<file path="src/design/tag_ctrl_map.svh">
// offsets, field positions, reset values and timing counts of the general control register
`ifndef TAG_CTRL_MAP_SVH
`define TAG_CTRL_MAP_SVH
`define CTRL_ADDR_LO 16'hfffe
`define CTRL_ADDR_HI 16'hffff
`define CTRL_RESET 8'h00
`define BIT_SOFT_RESET 0
`define BIT_RADIO_EN 1
`define BIT_INT_EN 2
`define BIT_INT_HIGH 3
`define BIT_INT_DRIVE 4
`define BIT_PARITY_MODE 5
`define BIT_STANDBY_EN 6
`define BIT_SPARE 7
`define FLAG_MSG_FORMAT_ERR 5
`define CHECK_TIMEOUT_NS 100000
`define CLK_PERIOD_NS 50
`define CHECK_TIMEOUT_CYC ((`CHECK_TIMEOUT_NS + `CLK_PERIOD_NS - 1) / `CLK_PERIOD_NS)
`endif

</file>
<file path="src/design/tag_ctrl_pkg.sv">
// types of the general control register block
package tag_ctrl_pkg;
    typedef struct packed {
        logic stb;
        logic write;
        logic word;
        logic [15:0] addr;
        logic [15:0] data;
        logic [7:0] dummy;
        logic [7:0] parity;
    } ser_req_t;
    typedef struct packed {
        logic valid;
        logic [15:0] data;
        logic [7:0] parity;
    } ser_rsp_t;
    typedef enum logic {
        ST_IDLE = 1'b0,
        ST_CHECK = 1'b1
    } check_state_t;
endpackage

</file>
<file path="src/design/tag_general_control.sv">
// general control register of the tag with interrupt pin shaping and structure check start
//
// Notes on behaviour
// [RL1] writing one to soft reset resets everything, erases memory; bit reads zero
// [RL2] host waits restart delay after soft reset, then restores registers and memory
// [RL3] bit 1 is radio enable, read/write, resets zero, zero means disabled
// [RL4] setting radio enable runs a structure check; failure keeps radio off, raises flag
// [RL5] host should clear radio enable before writing message memory
// [RL6] host avoids serial writes other than radio disable while radio enabled
// [RL7] interrupt output enable zero leaves the interrupt pin high impedance
// [RL8] interrupt output enable one shows pending enabled interrupts with chosen style
// [RL9] bit 3 picks polarity: zero asserts low, one asserts high
// [RL10] bit 4 zero releases pin to high impedance when nothing pends
// [RL11] bit 4 one drives idle level: high for active low, low for active high
// [RL12] bit 5 enables parity framing mode, read/write, resets zero
// [RL13] parity byte is bytewise xor of covered bytes, giving even parity per bit
// [RL14] host formats every transaction per parity framing once the mode is set
// [RL15] standby only when enabled, radio off, watchdog off, no serial transfer
// [RL16] control bits at even address, reserved high byte at odd address
// [RL17] all enabled interrupt sources are ored into one pin request
// [RL18] framed write with wrong parity byte is discarded without change
// [RL19] message format error is flag bit 5, set when the check fails
// [RL20] bits 8 to 15 read zero, ignore writes; bit 7 stores freely
// [RL21] radio enable reads one after a passing check, zero after failing
`timescale 1ns/10ps
`default_nettype none
`include "tag_ctrl_map.svh"
module tag_general_control
    import tag_ctrl_pkg::*;
#(
    parameter int CHECK_TIMEOUT = `CHECK_TIMEOUT_CYC
) (
    input wire logic ref_clk,
    input wire logic rst_n,
    input wire ser_req_t ser_req,
    output ser_rsp_t ser_rsp,
    input wire logic [7:0] irq_enabled_pending,
    input wire logic check_done,
    input wire logic check_ok,
    input wire logic watchdog_en,
    input wire logic serial_busy,
    output logic check_start,
    output logic [7:0] irq_flag_set,
    output logic parity_error,
    output logic device_reset,
    output logic radio_enable,
    output logic parity_mode,
    output logic standby,
    output logic int_out,
    output logic int_oe
);

    // ----------------------------------------------------------------
    // request decode
    // ----------------------------------------------------------------
    logic [7:0] ctrl_reg;
    logic [7:0] ctrl_next;
    check_state_t state_reg;
    logic [15:0] timeout_reg;
    logic [7:0] wr_parity;
    logic [7:0] rd_parity;
    logic [15:0] rd_word;
    logic hit_lo;
    logic hit_hi;
    logic wr_ok;
    logic wr_lo;
    logic [7:0] wr_byte;
    logic soft_rst;
    logic radio_req;
    logic pending;

    assign wr_parity = ser_req.addr[15:8] ^ ser_req.addr[7:0]
                       ^ ser_req.data[7:0] ^ ser_req.data[15:8]; // RL13
    assign hit_lo = ser_req.addr == `CTRL_ADDR_LO; // RL16
    assign hit_hi = ser_req.addr == `CTRL_ADDR_HI; // RL16
    // framed writes only land when the parity byte agrees
    assign wr_ok = ser_req.stb && ser_req.write
                   && (!ctrl_reg[`BIT_PARITY_MODE] || wr_parity == ser_req.parity); // RL18
    // word access at the even address carries the control byte first
    assign wr_lo = wr_ok && hit_lo; // RL16
    assign wr_byte = ser_req.data[7:0];
    assign soft_rst = wr_lo && wr_byte[`BIT_SOFT_RESET]; // RL1
    assign radio_req = wr_lo && wr_byte[`BIT_RADIO_EN] && !ctrl_reg[`BIT_RADIO_EN]
                       && state_reg == ST_IDLE; // RL4

    // ----------------------------------------------------------------
    // control register
    // ----------------------------------------------------------------
    always_comb begin
        ctrl_next = ctrl_reg;
        if (soft_rst) begin
            ctrl_next = `CTRL_RESET; // RL1
        end else if (wr_lo) begin
            ctrl_next = wr_byte; // RL20
            ctrl_next[`BIT_SOFT_RESET] = 1'b0; // RL1
            // radio enable only rises through a passing check
            ctrl_next[`BIT_RADIO_EN] = wr_byte[`BIT_RADIO_EN] && ctrl_reg[`BIT_RADIO_EN]; // RL4
        end
        if (!soft_rst && state_reg == ST_CHECK && check_done && check_ok) begin
            ctrl_next[`BIT_RADIO_EN] = 1'b1; // RL21
        end
    end

    always_ff @(posedge ref_clk or negedge rst_n) begin
        if (!rst_n) begin
            ctrl_reg <= `CTRL_RESET; // RL3
        end else begin
            ctrl_reg <= ctrl_next; // RL12
        end
    end

    // ----------------------------------------------------------------
    // structure check sequencer
    // ----------------------------------------------------------------
    always_ff @(posedge ref_clk or negedge rst_n) begin
        if (!rst_n) begin
            state_reg <= ST_IDLE;
            timeout_reg <= 16'h0000;
            check_start <= 1'b0;
            irq_flag_set <= 8'h00;
        end else begin
            check_start <= 1'b0;
            irq_flag_set <= 8'h00;
            unique case (state_reg)
                ST_IDLE: begin
                    if (radio_req && !soft_rst) begin
                        state_reg <= ST_CHECK; // RL4
                        check_start <= 1'b1;
                        timeout_reg <= 16'h0000;
                    end
                end
                ST_CHECK: begin
                    timeout_reg <= timeout_reg + 16'h0001;
                    if (soft_rst) begin
                        state_reg <= ST_IDLE;
                    end else if (check_done && check_ok) begin
                        state_reg <= ST_IDLE; // RL21
                    end else if (check_done || timeout_reg == 16'(CHECK_TIMEOUT - 1)) begin
                        state_reg <= ST_IDLE;
                        irq_flag_set[`FLAG_MSG_FORMAT_ERR] <= 1'b1; // RL19
                    end
                end
            endcase
        end
    end

    // ----------------------------------------------------------------
    // read path and parity error
    // ----------------------------------------------------------------
    always_comb begin
        rd_word = 16'h0000;
        if (hit_lo) begin
            rd_word = {8'h00, ctrl_reg}; // RL20
        end else if (hit_hi) begin
            rd_word = 16'h0000; // RL20
        end
    end
    assign rd_parity = ser_req.addr[15:8] ^ ser_req.addr[7:0] ^ ser_req.dummy
                       ^ rd_word[7:0] ^ rd_word[15:8]; // RL13

    always_ff @(posedge ref_clk or negedge rst_n) begin
        if (!rst_n) begin
            ser_rsp <= '0;
            parity_error <= 1'b0;
            device_reset <= 1'b0;
        end else begin
            ser_rsp.valid <= ser_req.stb && !ser_req.write;
            ser_rsp.data <= rd_word;
            ser_rsp.parity <= rd_parity;
            parity_error <= ser_req.stb && ser_req.write && ctrl_reg[`BIT_PARITY_MODE]
                            && wr_parity != ser_req.parity; // RL18
            device_reset <= soft_rst; // RL1
        end
    end

    // ----------------------------------------------------------------
    // interrupt pin and mode outputs
    // ----------------------------------------------------------------
    assign pending = |irq_enabled_pending; // RL17

    always_ff @(posedge ref_clk or negedge rst_n) begin
        if (!rst_n) begin
            int_out <= 1'b0;
            int_oe <= 1'b0;
            radio_enable <= 1'b0;
            parity_mode <= 1'b0;
            standby <= 1'b0;
        end else begin
            // asserted level follows polarity, idle level is its opposite
            int_out <= pending ? ctrl_next[`BIT_INT_HIGH] : !ctrl_next[`BIT_INT_HIGH]; // RL9
            int_oe <= ctrl_next[`BIT_INT_EN]
                      && (pending || ctrl_next[`BIT_INT_DRIVE]); // RL7 RL8 RL10 RL11
            radio_enable <= ctrl_next[`BIT_RADIO_EN]; // RL3
            parity_mode <= ctrl_next[`BIT_PARITY_MODE]; // RL12
            standby <= ctrl_next[`BIT_STANDBY_EN] && !ctrl_next[`BIT_RADIO_EN]
                       && !watchdog_en && !serial_busy && state_reg == ST_IDLE; // RL15
        end
    end

    // ----------------------------------------------------------------
    // control register checks
    // ----------------------------------------------------------------
    a_soft_reset_clears: assert property (@(posedge ref_clk) disable iff (!rst_n) // RL1
        soft_rst |=> ctrl_reg == `CTRL_RESET && device_reset && state_reg == ST_IDLE)
        else $error("soft reset did not clear the control register");
    a_reset_bit_zero: assert property (@(posedge ref_clk) disable iff (!rst_n) // RL1
        ctrl_reg[`BIT_SOFT_RESET] == 1'b0)
        else $error("soft reset bit read back as one");
    a_radio_clear: assert property (@(posedge ref_clk) disable iff (!rst_n) // RL3
        wr_lo && !wr_byte[`BIT_RADIO_EN] && state_reg == ST_IDLE
        |=> !ctrl_reg[`BIT_RADIO_EN] && !radio_enable)
        else $error("radio enable not cleared by a write of zero");
    a_spare_stores: assert property (@(posedge ref_clk) disable iff (!rst_n) // RL20
        wr_lo && !soft_rst |=> ctrl_reg[`BIT_SPARE] == $past(wr_byte[`BIT_SPARE]))
        else $error("spare bit did not keep the written value");
    a_high_ignored: assert property (@(posedge ref_clk) disable iff (!rst_n) // RL20
        ser_req.stb && ser_req.write && hit_hi && state_reg == ST_IDLE |=> $stable(ctrl_reg))
        else $error("write to the reserved byte changed the register");
    a_mode_follows: assert property (@(posedge ref_clk) disable iff (!rst_n) // RL12
        wr_lo && !soft_rst |=> parity_mode == $past(wr_byte[`BIT_PARITY_MODE])
        && ctrl_reg[`BIT_PARITY_MODE] == parity_mode)
        else $error("parity mode does not follow the written bit");

    // ----------------------------------------------------------------
    // structure check checks
    // ----------------------------------------------------------------
    a_check_starts: assert property (@(posedge ref_clk) disable iff (!rst_n) // RL4
        radio_req && !soft_rst |=> check_start && state_reg == ST_CHECK && !radio_enable)
        else $error("radio enable request did not start a check");
    a_check_one_shot: assert property (@(posedge ref_clk) disable iff (!rst_n) // RL4
        check_start |=> !check_start)
        else $error("check start longer than one cycle");
    a_radio_waits_check: assert property (@(posedge ref_clk) disable iff (!rst_n) // RL4
        $rose(ctrl_reg[`BIT_RADIO_EN]) |-> $past(state_reg) == ST_CHECK
        && $past(check_done) && $past(check_ok))
        else $error("radio enabled without a passing check");
    a_fail_flags_error: assert property (@(posedge ref_clk) disable iff (!rst_n) // RL19
        state_reg == ST_CHECK && check_done && !check_ok && !soft_rst
        |=> irq_flag_set[`FLAG_MSG_FORMAT_ERR] && !ctrl_reg[`BIT_RADIO_EN])
        else $error("failed check did not raise message format error");
    a_timeout_flags: assert property (@(posedge ref_clk) disable iff (!rst_n) // RL19
        state_reg == ST_CHECK && !check_done && !soft_rst
        && timeout_reg == 16'(CHECK_TIMEOUT - 1)
        |=> irq_flag_set[`FLAG_MSG_FORMAT_ERR] && state_reg == ST_IDLE
        && !ctrl_reg[`BIT_RADIO_EN])
        else $error("check without answer did not raise message format error");
    a_flag_needs_check: assert property (@(posedge ref_clk) disable iff (!rst_n) // RL19
        irq_flag_set[`FLAG_MSG_FORMAT_ERR] |-> $past(state_reg) == ST_CHECK
        && !$past(soft_rst))
        else $error("message format error raised outside a check");
    a_pass_reads_one: assert property (@(posedge ref_clk) disable iff (!rst_n) // RL21
        state_reg == ST_CHECK && check_done && check_ok && !soft_rst
        |=> ctrl_reg[`BIT_RADIO_EN] && radio_enable)
        else $error("passing check did not set radio enable");

    // ----------------------------------------------------------------
    // read path and parity error checks
    // ----------------------------------------------------------------
    a_read_ctrl_byte: assert property (@(posedge ref_clk) disable iff (!rst_n) // RL16
        ser_req.stb && !ser_req.write && hit_lo
        |=> ser_rsp.valid && ser_rsp.data == {8'h00, $past(ctrl_reg)})
        else $error("control byte not returned at the even address");
    a_read_high_zero: assert property (@(posedge ref_clk) disable iff (!rst_n) // RL20
        ser_req.stb && !ser_req.write && hit_hi
        |=> ser_rsp.valid && ser_rsp.data == 16'h0000)
        else $error("reserved byte did not read as zero");
    a_read_parity: assert property (@(posedge ref_clk) disable iff (!rst_n) // RL13
        ser_req.stb && !ser_req.write
        |=> ser_rsp.parity == ($past(ser_req.addr[15:8]) ^ $past(ser_req.addr[7:0])
        ^ $past(ser_req.dummy) ^ ser_rsp.data[7:0] ^ ser_rsp.data[15:8]))
        else $error("read parity byte wrong");
    a_good_write_quiet: assert property (@(posedge ref_clk) disable iff (!rst_n) // RL18
        wr_ok |=> !parity_error)
        else $error("parity error flagged for an accepted write");
    a_bad_parity_drop: assert property (@(posedge ref_clk) disable iff (!rst_n) // RL18
        ser_req.stb && ser_req.write && ctrl_reg[`BIT_PARITY_MODE]
        && wr_parity != ser_req.parity && state_reg == ST_IDLE
        && !(check_done && check_ok) |=> $stable(ctrl_reg) && parity_error)
        else $error("write with bad parity changed the register");

    // ----------------------------------------------------------------
    // interrupt pin checks
    // ----------------------------------------------------------------
    a_pin_released: assert property (@(posedge ref_clk) disable iff (!rst_n) // RL7
        !ctrl_reg[`BIT_INT_EN] |-> !int_oe)
        else $error("interrupt pin driven while output disabled");
    a_pin_asserted: assert property (@(posedge ref_clk) disable iff (!rst_n) // RL8 RL9
        ctrl_next[`BIT_INT_EN] && pending
        |=> int_oe && int_out == $past(ctrl_next[`BIT_INT_HIGH]))
        else $error("pending interrupt not shown with chosen polarity");
    a_pin_idle_drive: assert property (@(posedge ref_clk) disable iff (!rst_n) // RL10 RL11
        ctrl_next[`BIT_INT_EN] && !pending
        |=> int_oe == $past(ctrl_next[`BIT_INT_DRIVE])
        && int_out == !$past(ctrl_next[`BIT_INT_HIGH]))
        else $error("idle interrupt pin level or drive wrong");
    a_irq_or: assert property (@(posedge ref_clk) disable iff (!rst_n) // RL17
        ctrl_next[`BIT_INT_EN] && |irq_enabled_pending |=> int_oe)
        else $error("single enabled pending source did not drive the pin");

    // ----------------------------------------------------------------
    // standby checks
    // ----------------------------------------------------------------
    a_standby_gate: assert property (@(posedge ref_clk) disable iff (!rst_n) // RL15
        standby |-> !radio_enable && !$past(watchdog_en) && !$past(serial_busy))
        else $error("standby entered while not allowed");
    a_standby_entry: assert property (@(posedge ref_clk) disable iff (!rst_n) // RL15
        ctrl_next[`BIT_STANDBY_EN] && !ctrl_next[`BIT_RADIO_EN] && !watchdog_en
        && !serial_busy && state_reg == ST_IDLE |=> standby)
        else $error("standby not entered while allowed");

endmodule
`default_nettype wire

</file>
<file path="config.mk">
export PLATFORM = sky130hd
export DESIGN_NAME = tag_general_control
export DESIGN_NICKNAME = d
export VERILOG_FILES = /design/src/design/tag_ctrl_pkg.sv /design/src/design/tag_general_control.sv
export VERILOG_INCLUDE_DIRS = /design/src /design/src/design
export SDC_FILE = /design/constraint.sdc
export NUM_CORES = 1
export LEC_CHECK = 0
export BUFFER_PORTS_ARGS = -buffer_cell sky130_fd_sc_hd__buf_4
export CAP_MARGIN = 10
export CORE_AREA = 2 2 76 78
export DETAILED_ROUTE_END_ITERATION = 16
export DIE_AREA = 0 0 78 80
export GPL_TIMING_DRIVEN = 0
export PLACE_DENSITY = 0.87
export SLEW_MARGIN = 20
export SYNTH_ARGS = -nofsm -noshare
export SYNTH_HDL_FRONTEND = slang
export SYNTH_SLANG_ARGS = --single-unit
</file>
<file path="constraint.sdc">
create_clock -name ref_clk -period 3.2 [get_ports ref_clk]
set_input_delay 0.16 -clock ref_clk [delete_from_list [all_inputs] [get_ports ref_clk]]
set_output_delay 0.16 -clock ref_clk [all_outputs]
set_load 0.005 [all_outputs]
</file>
==> out/qor.yml, run 1 <==
placedCellCount: 430
coreArea_mm2: 0.00541
crit_type: "register to register"
synth_mux_area_frac: 0.0256
synth_area_leaders: "dfrtp_1 43%, xnor3_1 6.5%, xnor2_1 6.0%"
synth-seq-cells: 48
worstMarginPinSlew_ns: 0.598
place_congestion: 0.824
hp-class: "input pin to register"
synth_top_family_by_area: "simple AND/OR/NAND/NOR gates"
post-synth-top-area-fraction: 0.431
rsz0062_at_grt: "false"
area_growth_syn_to_layout_pct: 33.0
die_area_mm2: 0.00624
root_buffer: "clkbuf_8"
first_global_vias: 2311
start_util: 0.516
fin_crit_sh: 0.593
stdcell_count: 439
crit_fanout: 10
synth_edf_count: 0
io_pins: 106
cts_sinks: 48
p_leak_nw: 1.81
outcome: "finished clean"
antenna_cells: 0
vias_per_cell: 5.13
wl_um: 6360
cp.required_ns: 3.39
ys_types: 55
power_mw: 1.27
vdd.ir_drop.worst_mv: 0.191
clockBufferDepth: 2
drt_iter0_drc: 79
synthXorXnorAreaFrac: 0.184
clock_latency_ns: 0.30
p_per_area_mw_per_mm2: 342
nNetsFinal: 432
async_reset_ff_frac: 1.00
synth_compound_area_frac: 0.0961
critPathLaunchType: "register"
drive_above_1_share: 0.362
wire_per_inst_um: 14.5
dpl_cell_area_mm2: 0.00360
synthSimpleGateAreaFrac: 0.203
final-hold-violation-count: 0
report.final.setup_viol: 0
synth_ff_type: "dfrtp_1"
grt_pass1_wl_um: 10300
fin_skew_ns: 0.00728
cap_viol_max_count: 0
fillers: 416
netlist_area_mm2: 0.00279
hpwl_um: 5090
max_freq_mhz: 527
endpoint_kind: "register"
antenna_found_initial: 0
clk_pin_slew_ns: 0.09
drcViolationCount: 0
grt-ovfl-total: 0
arrival_ns: 2.09
synth_seq_area_share: 0.431
die_w_um: 78
numPortBuffers: 89
fp.dieH_um: 80
yosys_warnings: 0
drt-pass1-iter-count: 6
synth-adder-area-share: 0.00449
cts_max_level: 2
fin_crit_ns: 1.90
fin_area_mm2: 0.00370
tns_ns: 0
largest_reg_flops: 17
syn_inst: 254
cts_tree: "built"
slew_headroom: 0.601
ant_nets: 0
grt_usage: 0.211
placementRows: 27
cts_buffers: 5
slew_violations: 0
syn_avg_cell_area_um2: 11.0
grt_max_degree: 49
vias: 2254
synth_top_area_cell: "dfrtp_1"
-- worst paths after layout --
path,depth (start not counted),slack (ns),startpoint,end
setup reg to reg,6,1.30,state_reg,timeout_reg[14]
hold / removal,2,0.03,ser_req[8],ser_rsp[0]
min in group asynchronous,2,0.40,rst_n,ser_rsp[15]
max in group asynchronous,2,2.39,rst_n,timeout_reg[2]
hold reg to reg,2,0.52,ctrl_reg[7],ctrl_reg[7]
setup / recovery,6,1.30,state_reg,timeout_reg[14]
-- area by class of cell --
class,count,area (µm²),area share
buffer,20,140,0.0378
multi-input combinational,198,1490,0.402
tap,72,90.1,0.0243
inverter,3,11.3,0.00304
sequential,48,1200,0.324
clock inverter,1,7.51,0.00203
timing repair buffer,90,678,0.183
clock buffer,7,86.3,0.0233
-- routing by layer --
metal  share of wire  global-route usage  up-vias  wire, µm
li1                -                   -     1083         -
met4           0.013              0.0544        0        80
met2            0.52               0.386       85      3320
met3           0.071              0.0588        9       449
met5               0                   0        -         0
met1            0.40               0.244     1077      2510
-- stage by stage --
stage | hold slack [ns] | worst slack, ns | util
2_1_floorplan | -0.136 | 1.53 | -
3_3_place_gp | 0.205 | 1.01 | 0.666
3_5_place_dp | 0.209 | 0.978 | 0.666
4_1_cts | 0.0251 | 1.30 | 0.685
5_1_grt | 0.0309 | 1.09 | 0.685
6_report | 0.0278 | 1.30 | 0.685
-- repair_timing --
item                                   4_1_cts  5_1_grt
endpoints found under the hold margin       48        0
resized for setup                            0        0
hold buffers                                 1        0
buffers inserted                             0        0
-- power by group --
group | total, mW | switching (mW) | internal [mW] | leakage (nW)
clock network | 0.380 | 0.204 | 0.176 | 0.0445
registers | 0.627 | 0.00448 | 0.622 | 0.576
logic | 0.261 | 0.112 | 0.149 | 1.19
-- layout by cell type (no fill, tap or decap), types with 7 or more instances in the layout --
cell	count
and2_1	7
and3_1	9
buf_4	104
conb_1	16
dfrtp_1	48
nand2_1	17
nand2b_1	7
nand4_1	9
nor2_1	11
o21ai_0	13
xnor2_1	19
xnor3_1	8
xor2_1	17
-- critical path, cell delays in order (launching register included) --
cell	delay [ns]
dfrtp_1	0.37
clkbuf_1	0.19
nor4b_1	0.50
inv_1	0.17
nor3_4	0.28
buf_6	0.21
o21ai_2	0.07
-- cells in the mapped netlist, types with 4 or more instances --
cell      count
and2_1        7
and3_1        9
buf_4        15
dfrtp_1      48
nand2_1      17
nand2b_1      7
nand3_1       6
nand4_1       9
nor2_1       11
nor2b_1       4
nor3_1        4
nor4_1        5
o21ai_0      13
xnor2_1      19
xnor3_1       8
xor2_1       17
-- logic make-up after synthesis --
kind of cell	Yosys count
adder cells (fa/ha/maj)	1
other	1
AO/OA/AOI/OAI	35
XOR/XNOR	45
buffers and inverters	23
AND/OR/NAND/NOR	95
multiplexers	6
flip-flops	48
(Power assumes the default switching activity.)
==> run 2, diff against run 1 <==
--- a/config.mk
+++ b/config.mk
@@ -6,13 +6,14 @@
 export SDC_FILE = /design/constraint.sdc
 export NUM_CORES = 1
 export LEC_CHECK = 0
+export ABC_AREA = 1
 export BUFFER_PORTS_ARGS = -buffer_cell sky130_fd_sc_hd__buf_4
 export CAP_MARGIN = 10
-export CORE_AREA = 2 2 76 78
+export CORE_AREA = 2 2 80 82
 export DETAILED_ROUTE_END_ITERATION = 16
-export DIE_AREA = 0 0 78 80
+export DIE_AREA = 0 0 82 84
 export GPL_TIMING_DRIVEN = 0
-export PLACE_DENSITY = 0.87
+export PLACE_DENSITY = 0.83
 export SLEW_MARGIN = 20
 export SYNTH_ARGS = -nofsm -noshare
 export SYNTH_HDL_FRONTEND = slang
==> constraint.sdc (replaced) <==
create_clock -name ref_clk -period 1.89 [get_ports ref_clk]
set_input_delay 0.0945 -clock ref_clk [delete_from_list [all_inputs] [get_ports ref_clk]]
set_output_delay 0.0945 -clock ref_clk [all_outputs]
set_load 0.005 [all_outputs]
==> out/qor.yml, run 2 <==
outcome: "finished clean"
final_common_cell: "nand2_1"
switchingPower_mw: 0.515  # +60%
cts_max_level: 2  # unchanged
place_congestion: 0.911  # +11%
die_area_mm2: 0.00689  # +10%
p_per_area_mw_per_mm2: 525  # +53%
vdd.ir_drop.worst_mv: 0.243  # +27%
fin_area_mm2: 0.00400  # +7.9%
power.clock.fraction: 0.309  # +0.009
synth-seq-cells: 48  # unchanged
numPortBuffers: 89  # unchanged
swShare: 0.245  # -0.00770
post-synth-top-area-fraction: 0.407  # -0.0236
critPathLaunchType: "register"
yosys_warnings: 0  # unchanged
synth_area_leaders: "dfrtp_1 41%, nand2_1 16%, inv_1 9.8%"
drive_above_1_share: 0.279  # -0.0829
wire_per_inst_um: 11.8  # -19%
comb_power_share: 0.187  # -0.019
synth_top_area_cell: "dfrtp_1"
grt-ovfl-total: 0  # unchanged
wl_um: 7090  # +11%
p_leak_nw: 2.46  # +36%
cp.required_ns: 2.12  # -1.27 ns
cts_tree: "built"
ant_nets: 0  # unchanged
crit_type: "register to register"
crit_slowest_cell: "dfrtp_1"
drcViolationCount: 0  # unchanged
synth_commonest_cells: "122 x nand2_1, 77 x inv_1, 48 x dfrtp_1, 34 x nand3_1"
clockBufferDepth: 2  # unchanged
critical_path.top_delay_family: "simple AND/OR/NAND/NOR gates"
cts_buffers: 5  # unchanged
grt_usage: 0.211  # -0.000322
p_int_mw: 1.58  # +67%
cap_viol_max_count: 0  # unchanged
yosysMostFrequentCell: "nand2_1"
grt_max_degree: 49  # unchanged
syn_inst: 405  # +59%
antenna_found_initial: 0  # unchanged
vias: 2870  # +27%
endpoint_kind: "register"
path_cells: "ha_2 -> nand2_1 -> nor2_2 -> nand2_2 -> nor2_4 -> nand3_4 -> nor2_4 -> nand3_1 -> o21ai_0 -> o311ai_1 -> nand2_1"
io_pins: 106  # unchanged
placementRows: 29  # +7.4%
start_util: 0.484  # -0.0319
met3RoutedLength_um: 489  # +8.9%
nNetsFinal: 592  # +37%
cts_sinks: 48  # unchanged
crit_fanout: 3  # -7
syn_avg_cell_area_um2: 7.28  # -34%
antenna_cells: 0  # unchanged
hp-class: "input pin to register"
synth_edf_count: 0  # unchanged
slew_violations: 0  # unchanged
fin_crit_ns: 1.80  # -0.102 ns
wl_met1_um: 2710  # +7.8%
setup_ws_ns: 0.0926  # -1.21 ns
drt-pass1-iter-count: 4  # -2
drt_iter0_drc: 148  # +87%
arrival_ns: 2.03  # -0.06 ns
top_layer_used: "met4"
vias_per_cell: 4.76  # -7.3%
synth_seq_area_share: 0.407  # -0.0236
final-hold-violation-count: 0  # unchanged
max_freq_mhz: 556  # +5.7%
grt_pass1_wl_um: 11400  # +11%
layout_common_cells: "121 x nand2_1, 111 x buf_4, 77 x inv_1, 48 x dfrtp_1, 33 x nand3_1"
synth_ff_type: "dfrtp_1"
pre_cts_slack_ns: -0.0986  # -1.08 ns
coreArea_mm2: 0.00610  # +13%
tns_ns: 0  # unchanged
critPathBufInv: 0  # -3
routed-wl-met2_um: 3810  # +15%
report.final.setup_viol: 0  # unchanged
slew_headroom: 0.593  # -0.00779
die_w_um: 82  # +5.1%
clk_pin_slew_ns: 0.08  # about the same
netlist_area_mm2: 0.00295  # +5.8%
root_buffer: "clkbuf_8"
dpl_cell_area_mm2: 0.00377  # +4.7%
fin_crit_sh: 0.951  # +0.358
first_global_vias: 2799  # +21%
async_reset_ff_frac: 1.00  # unchanged
worst_path_largest_cell_delay_ns: 0.41  # -0.09 ns
fin_skew_ns: 0.00320  # -0.00408 ns
worstMarginPinSlew_ns: 0.610  # +0.0117 ns
largest_reg_flops: 17  # unchanged
fp.dieH_um: 84  # +5.0%
hpwl_um: 5610  # +10%
clock_latency_ns: 0.29  # about the same
area_growth_syn_to_layout_pct: 35.6
utilization: 0.656  # -0.0296
seq_power_share: 0.504  # +0.010
ys_types: 33  # -40%
## run 2: area by class of cell
class,count,area (µm²)
plain buffers,20,140
multi-input cells,273,1410
inverters,79,299
clock buffers,7,96.3
fillers,529,2100
well taps,77,96.3
flip-flops and latches,48,1200
repair buffers,99,751
## run 2: worst paths after layout
| path | startpoint | to | slack [ns] | cells after the start |
|---|---|---|---|---|
| setup / recovery | timeout_reg[0] | timeout_reg[14] | 0.09 | 11 |
| hold / removal | ser_req[50] | ser_rsp[24] | 0.02 | 3 |
| hold reg to reg | ctrl_reg[7] | ser_rsp[15] | 0.51 | 2 |
| setup reg to reg | timeout_reg[0] | timeout_reg[14] | 0.09 | 11 |
| min in group asynchronous | rst_n | check_start | 0.35 | 2 |
| max in group asynchronous | rst_n | timeout_reg[11] | 1.13 | 2 |
## run 2: per-layer routing
layer / GRT usage / vias up
met5: 0 / -
met4: 0.0621 / 0
met3: 0.0584 / 8
met2: 0.385 / 100
met1: 0.231 / 1306
li1: - / 1456
## run 2: through the flow
stage / cells / hold slack, ns / power, mW
2_1_floorplan: 420 / -0.201 / 1.26
3_3_place_gp: 586 / 0.142 / 1.46
3_5_place_dp: 586 / 0.149 / 1.47
4_1_cts: 598 / 0.0148 / 2.12
5_1_grt: 603 / 0.0145 / 2.21
6_report: 603 / 0.0222 / 2.10
## run 2: what timing repair did
action	4_1_cts	5_1_grt
buffers inserted	2	5
endpoints found under the hold margin	50	0
resized for setup	3	13
setup endpoints to repair	2	6
hold buffers	3	0
pin swaps	2	6
## run 2: kinds of logic (layout without fill, tap and decap cells)
| kind of cell | after synthesis | in the layout | share of synthesized area |
|---|---|---|---|
| simple gates | 212 | 212 | 0.336 |
| other cells | 1 | 16 | 0.00127 |
| fa+ha+maj | 1 | 1 | 0.00424 |
| buf+inv | 99 | 205 | 0.149 |
| xor+xnor | 17 | 17 | 0.0505 |
| flops | 48 | 48 | 0.407 |
| compound gates | 27 | 27 | 0.0518 |
## run 2: worst min-delay path, cell delays in order
cell	delay (ns)
buf_4	0.12
inv_1	0.04
nor2_1	0.03
## run 2: power groups by stage
| stage | Clock (mW) | Combinational [mW] | Sequential (mW) |
|---|---|---|---|
| floorplan | 0 | 0.178 | 1.08 |
| global placement | 0 | 0.376 | 1.08 |
| detailed placement | 0 | 0.388 | 1.08 |
| CTS | 0.665 | 0.393 | 1.06 |
| global route | 0.710 | 0.439 | 1.06 |
| finish | 0.648 | 0.392 | 1.06 |
==> run 3, diff against run 2 <==
--- a/config.mk
+++ b/config.mk
@@ -6,14 +6,14 @@
 export SDC_FILE = /design/constraint.sdc
 export NUM_CORES = 1
 export LEC_CHECK = 0
-export ABC_AREA = 1
+export ABC_AREA = 0
 export BUFFER_PORTS_ARGS = -buffer_cell sky130_fd_sc_hd__buf_4
 export CAP_MARGIN = 10
-export CORE_AREA = 2 2 80 82
+export CORE_AREA = 2 2 79 81
 export DETAILED_ROUTE_END_ITERATION = 16
-export DIE_AREA = 0 0 82 84
+export DIE_AREA = 0 0 81 83
 export GPL_TIMING_DRIVEN = 0
-export PLACE_DENSITY = 0.83
+export PLACE_DENSITY = 0.82
 export SLEW_MARGIN = 20
 export SYNTH_ARGS = -nofsm -noshare
 export SYNTH_HDL_FRONTEND = slang
==> out/qor.yml, run 3 (synthesis results as in run 1) <==
slew_violations: 0  # unchanged
area_growth_syn_to_layout_pct: 34.4
hpwl_um: 5110  # -8.9%
grt-ovfl-total: 0  # unchanged
clock_latency_ns: 0.30  # about the same
largest_reg_flops: 17  # unchanged
start_util: 0.479  # -0.00445
power_mw: 2.07  # -1.5%
r2r_end: "timeout_reg[14]"
vdd.ir_drop.worst_mv: 0.349  # +43%
cts_tree: "built"
top_layer_used: "met4"
outcome: "finished clean"
p_leak_nw: 1.83  # -26%
cts_sinks: 48  # unchanged
report.final.setup_viol: 0  # unchanged
swShare: 0.250  # +0.00466
critPathCapture: "timeout_reg[14]"
final-hold-violation-count: 0  # unchanged
placementRows: 28  # -3.4%
wl_met1_um: 2450  # -9.5%
io_pins: 106  # unchanged
p_int_mw: 1.55  # -2.1%
crit_type: "register to register"
drt_iter0_drc: 144  # -2.7%
wire_per_inst_um: 14.7  # +25%
power.clock.fraction: 0.269  # -0.040
antenna_found_initial: 0  # unchanged
critPathLaunch: "timeout_reg[0]"
hp-class: "input pin to register"
ant_nets: 0  # unchanged
stdcell_count: 444  # -26%
clockBufferDepth: 2  # unchanged
comb_power_share: 0.217  # +0.030
drive_above_1_share: 0.369  # +0.0891
timing.hold.ws_ns: 0.0402  # +0.0180 ns
endpoint_kind: "register"
coreArea_mm2: 0.00582  # -4.6%
placedCellCount: 433  # -26%
vias_per_cell: 5.16  # +8.4%
numPortBuffers: 89  # unchanged
r2r_cells: 7  # -4
arrival_ns: 2.05  # +0.02 ns
nNetsFinal: 437  # -26%
drcViolationCount: 0  # unchanged
place_congestion: 0.853  # -6.4%
drt-pass1-iter-count: 4  # unchanged
antenna_cells: 0  # unchanged
worstMarginPinSlew_ns: 0.601  # -0.00908 ns
tns_ns: 0  # unchanged
max_freq_mhz: 552  # -0.85%
cap_viol_max_count: 0  # unchanged
slew_headroom: 0.599  # +0.00605
first_global_vias: 2353  # -16%
reg2reg_from: "timeout_reg[0]"
routed-wl-met2_um: 3510  # -7.9%
die_area_mm2: 0.00672  # -2.4%
final_common_cell: "buf_4"
met3RoutedLength_um: 506  # +3.5%
cp.required_ns: 2.12  # about the same
regToRegSetupSlack_ns: 0.08  # -0.02 ns
fillers: 493  # -6.8%
p_per_area_mw_per_mm2: 551  # +5.1%
fin_skew_ns: 0.00896  # +0.00576 ns
seq_power_share: 0.514  # +0.010
crit_fanout: 4  # +1
setup_ws_ns: 0.0772  # -0.0154 ns
cts_max_level: 2  # unchanged
layout_common_cells: "107 x buf_4, 48 x dfrtp_1, 19 x xnor2_1, 17 x xor2_1, 17 x nand2_1"
grt_pass1_wl_um: 11000  # -3.9%
clk_pin_slew_ns: 0.08  # about the same
fin_crit_ns: 1.81  # +0.0154 ns
switchingPower_mw: 0.517  # +0.37%
fp.dieH_um: 83  # -1.2%
pre_cts_slack_ns: -0.282  # -0.183 ns
vias: 2291  # -20%
die_w_um: 81  # -1.2%
critPathLaunchType: "register"
wl_um: 6540  # -7.8%
fin_crit_sh: 0.959  # +0.00815
grt_usage: 0.211  # about the same
grt_max_degree: 49  # unchanged
cts_buffers: 5  # unchanged
root_buffer: "clkbuf_8"
run 3: changes by cell type in the layout (fill, tap and decap cells not counted), sizes merged, moves of 8 or more:
| cell | previous run | this run |
|---|---|---|
| xnor3 | 0 | 8 |
| nand3 | 41 | 7 |
| and3 | 0 | 9 |
| inv | 79 | 3 |
| nand2 | 129 | 18 |
| xnor2 | 3 | 20 |
run 3: worst max-delay path: stages, from the launching register on:
cell	delay [ns]
dfrtp_1	0.41
ha_1	0.21
and3_1	0.26
nand4_1	0.20
nor3_2	0.25
nand2_1	0.09
or2_2	0.29
o21ai_2	0.05
run 3: metrics by stage:
| step | utilization | instance area [µm²] |
|---|---|---|
| floorplan | - | 2840 |
| global placement | 0.620 | 3600 |
| detailed placement | 0.620 | 3600 |
| CTS | 0.637 | 3700 |
| global route | 0.644 | 3750 |
| finish | 0.644 | 3750 |
run 3: power groups by stage:
stage / sequential [mW] / combinational (mW) / clock [mW]
2_1_floorplan: 1.09 / 0.220 / 0
5_1_grt: 1.07 / 0.489 / 0.619
4_1_cts: 1.06 / 0.447 / 0.574
6_report: 1.06 / 0.449 / 0.555
3_5_place_dp: 1.08 / 0.442 / 0
3_3_place_gp: 1.08 / 0.435 / 0
run 3: layer usage:
layer  global-route usage  vias up
met5                    0        -
met4               0.0508        0
met3               0.0598        7
met2                0.368       88
met1                0.252     1105
li1                     -     1091
run 3: layout make-up:
| type | instances | area, µm² | area share |
|---|---|---|---|
| inverters | 3 | 11.3 | 0.00301 |
| clock buffers | 5 | 68.8 | 0.0184 |
| flip-flops and latches | 48 | 1200 | 0.321 |
| well taps | 75 | 93.8 | 0.0251 |
| repair buffers | 95 | 721 | 0.192 |
| multi-input cells | 198 | 1510 | 0.403 |
| plain buffers | 20 | 140 | 0.0374 |
run 3: repair_timing:
item,4_1_cts,5_1_grt
setup buffers,0,3
hold buffers,3,0
endpoints found under the hold margin,50,0
resized for setup,0,3
endpoints found under the setup margin,0,18
run 3: worst min-delay path by stage:
stage          cells past startpoint        start           to
2_1_floorplan                      0        rst_n  check_start
3_3_place_gp                       1        rst_n   ser_rsp[8]
3_5_place_dp                       1        rst_n   ser_rsp[8]
4_1_cts                            3  serial_busy      standby
5_1_grt                            3  serial_busy      standby
6_report                           3  serial_busy      standby
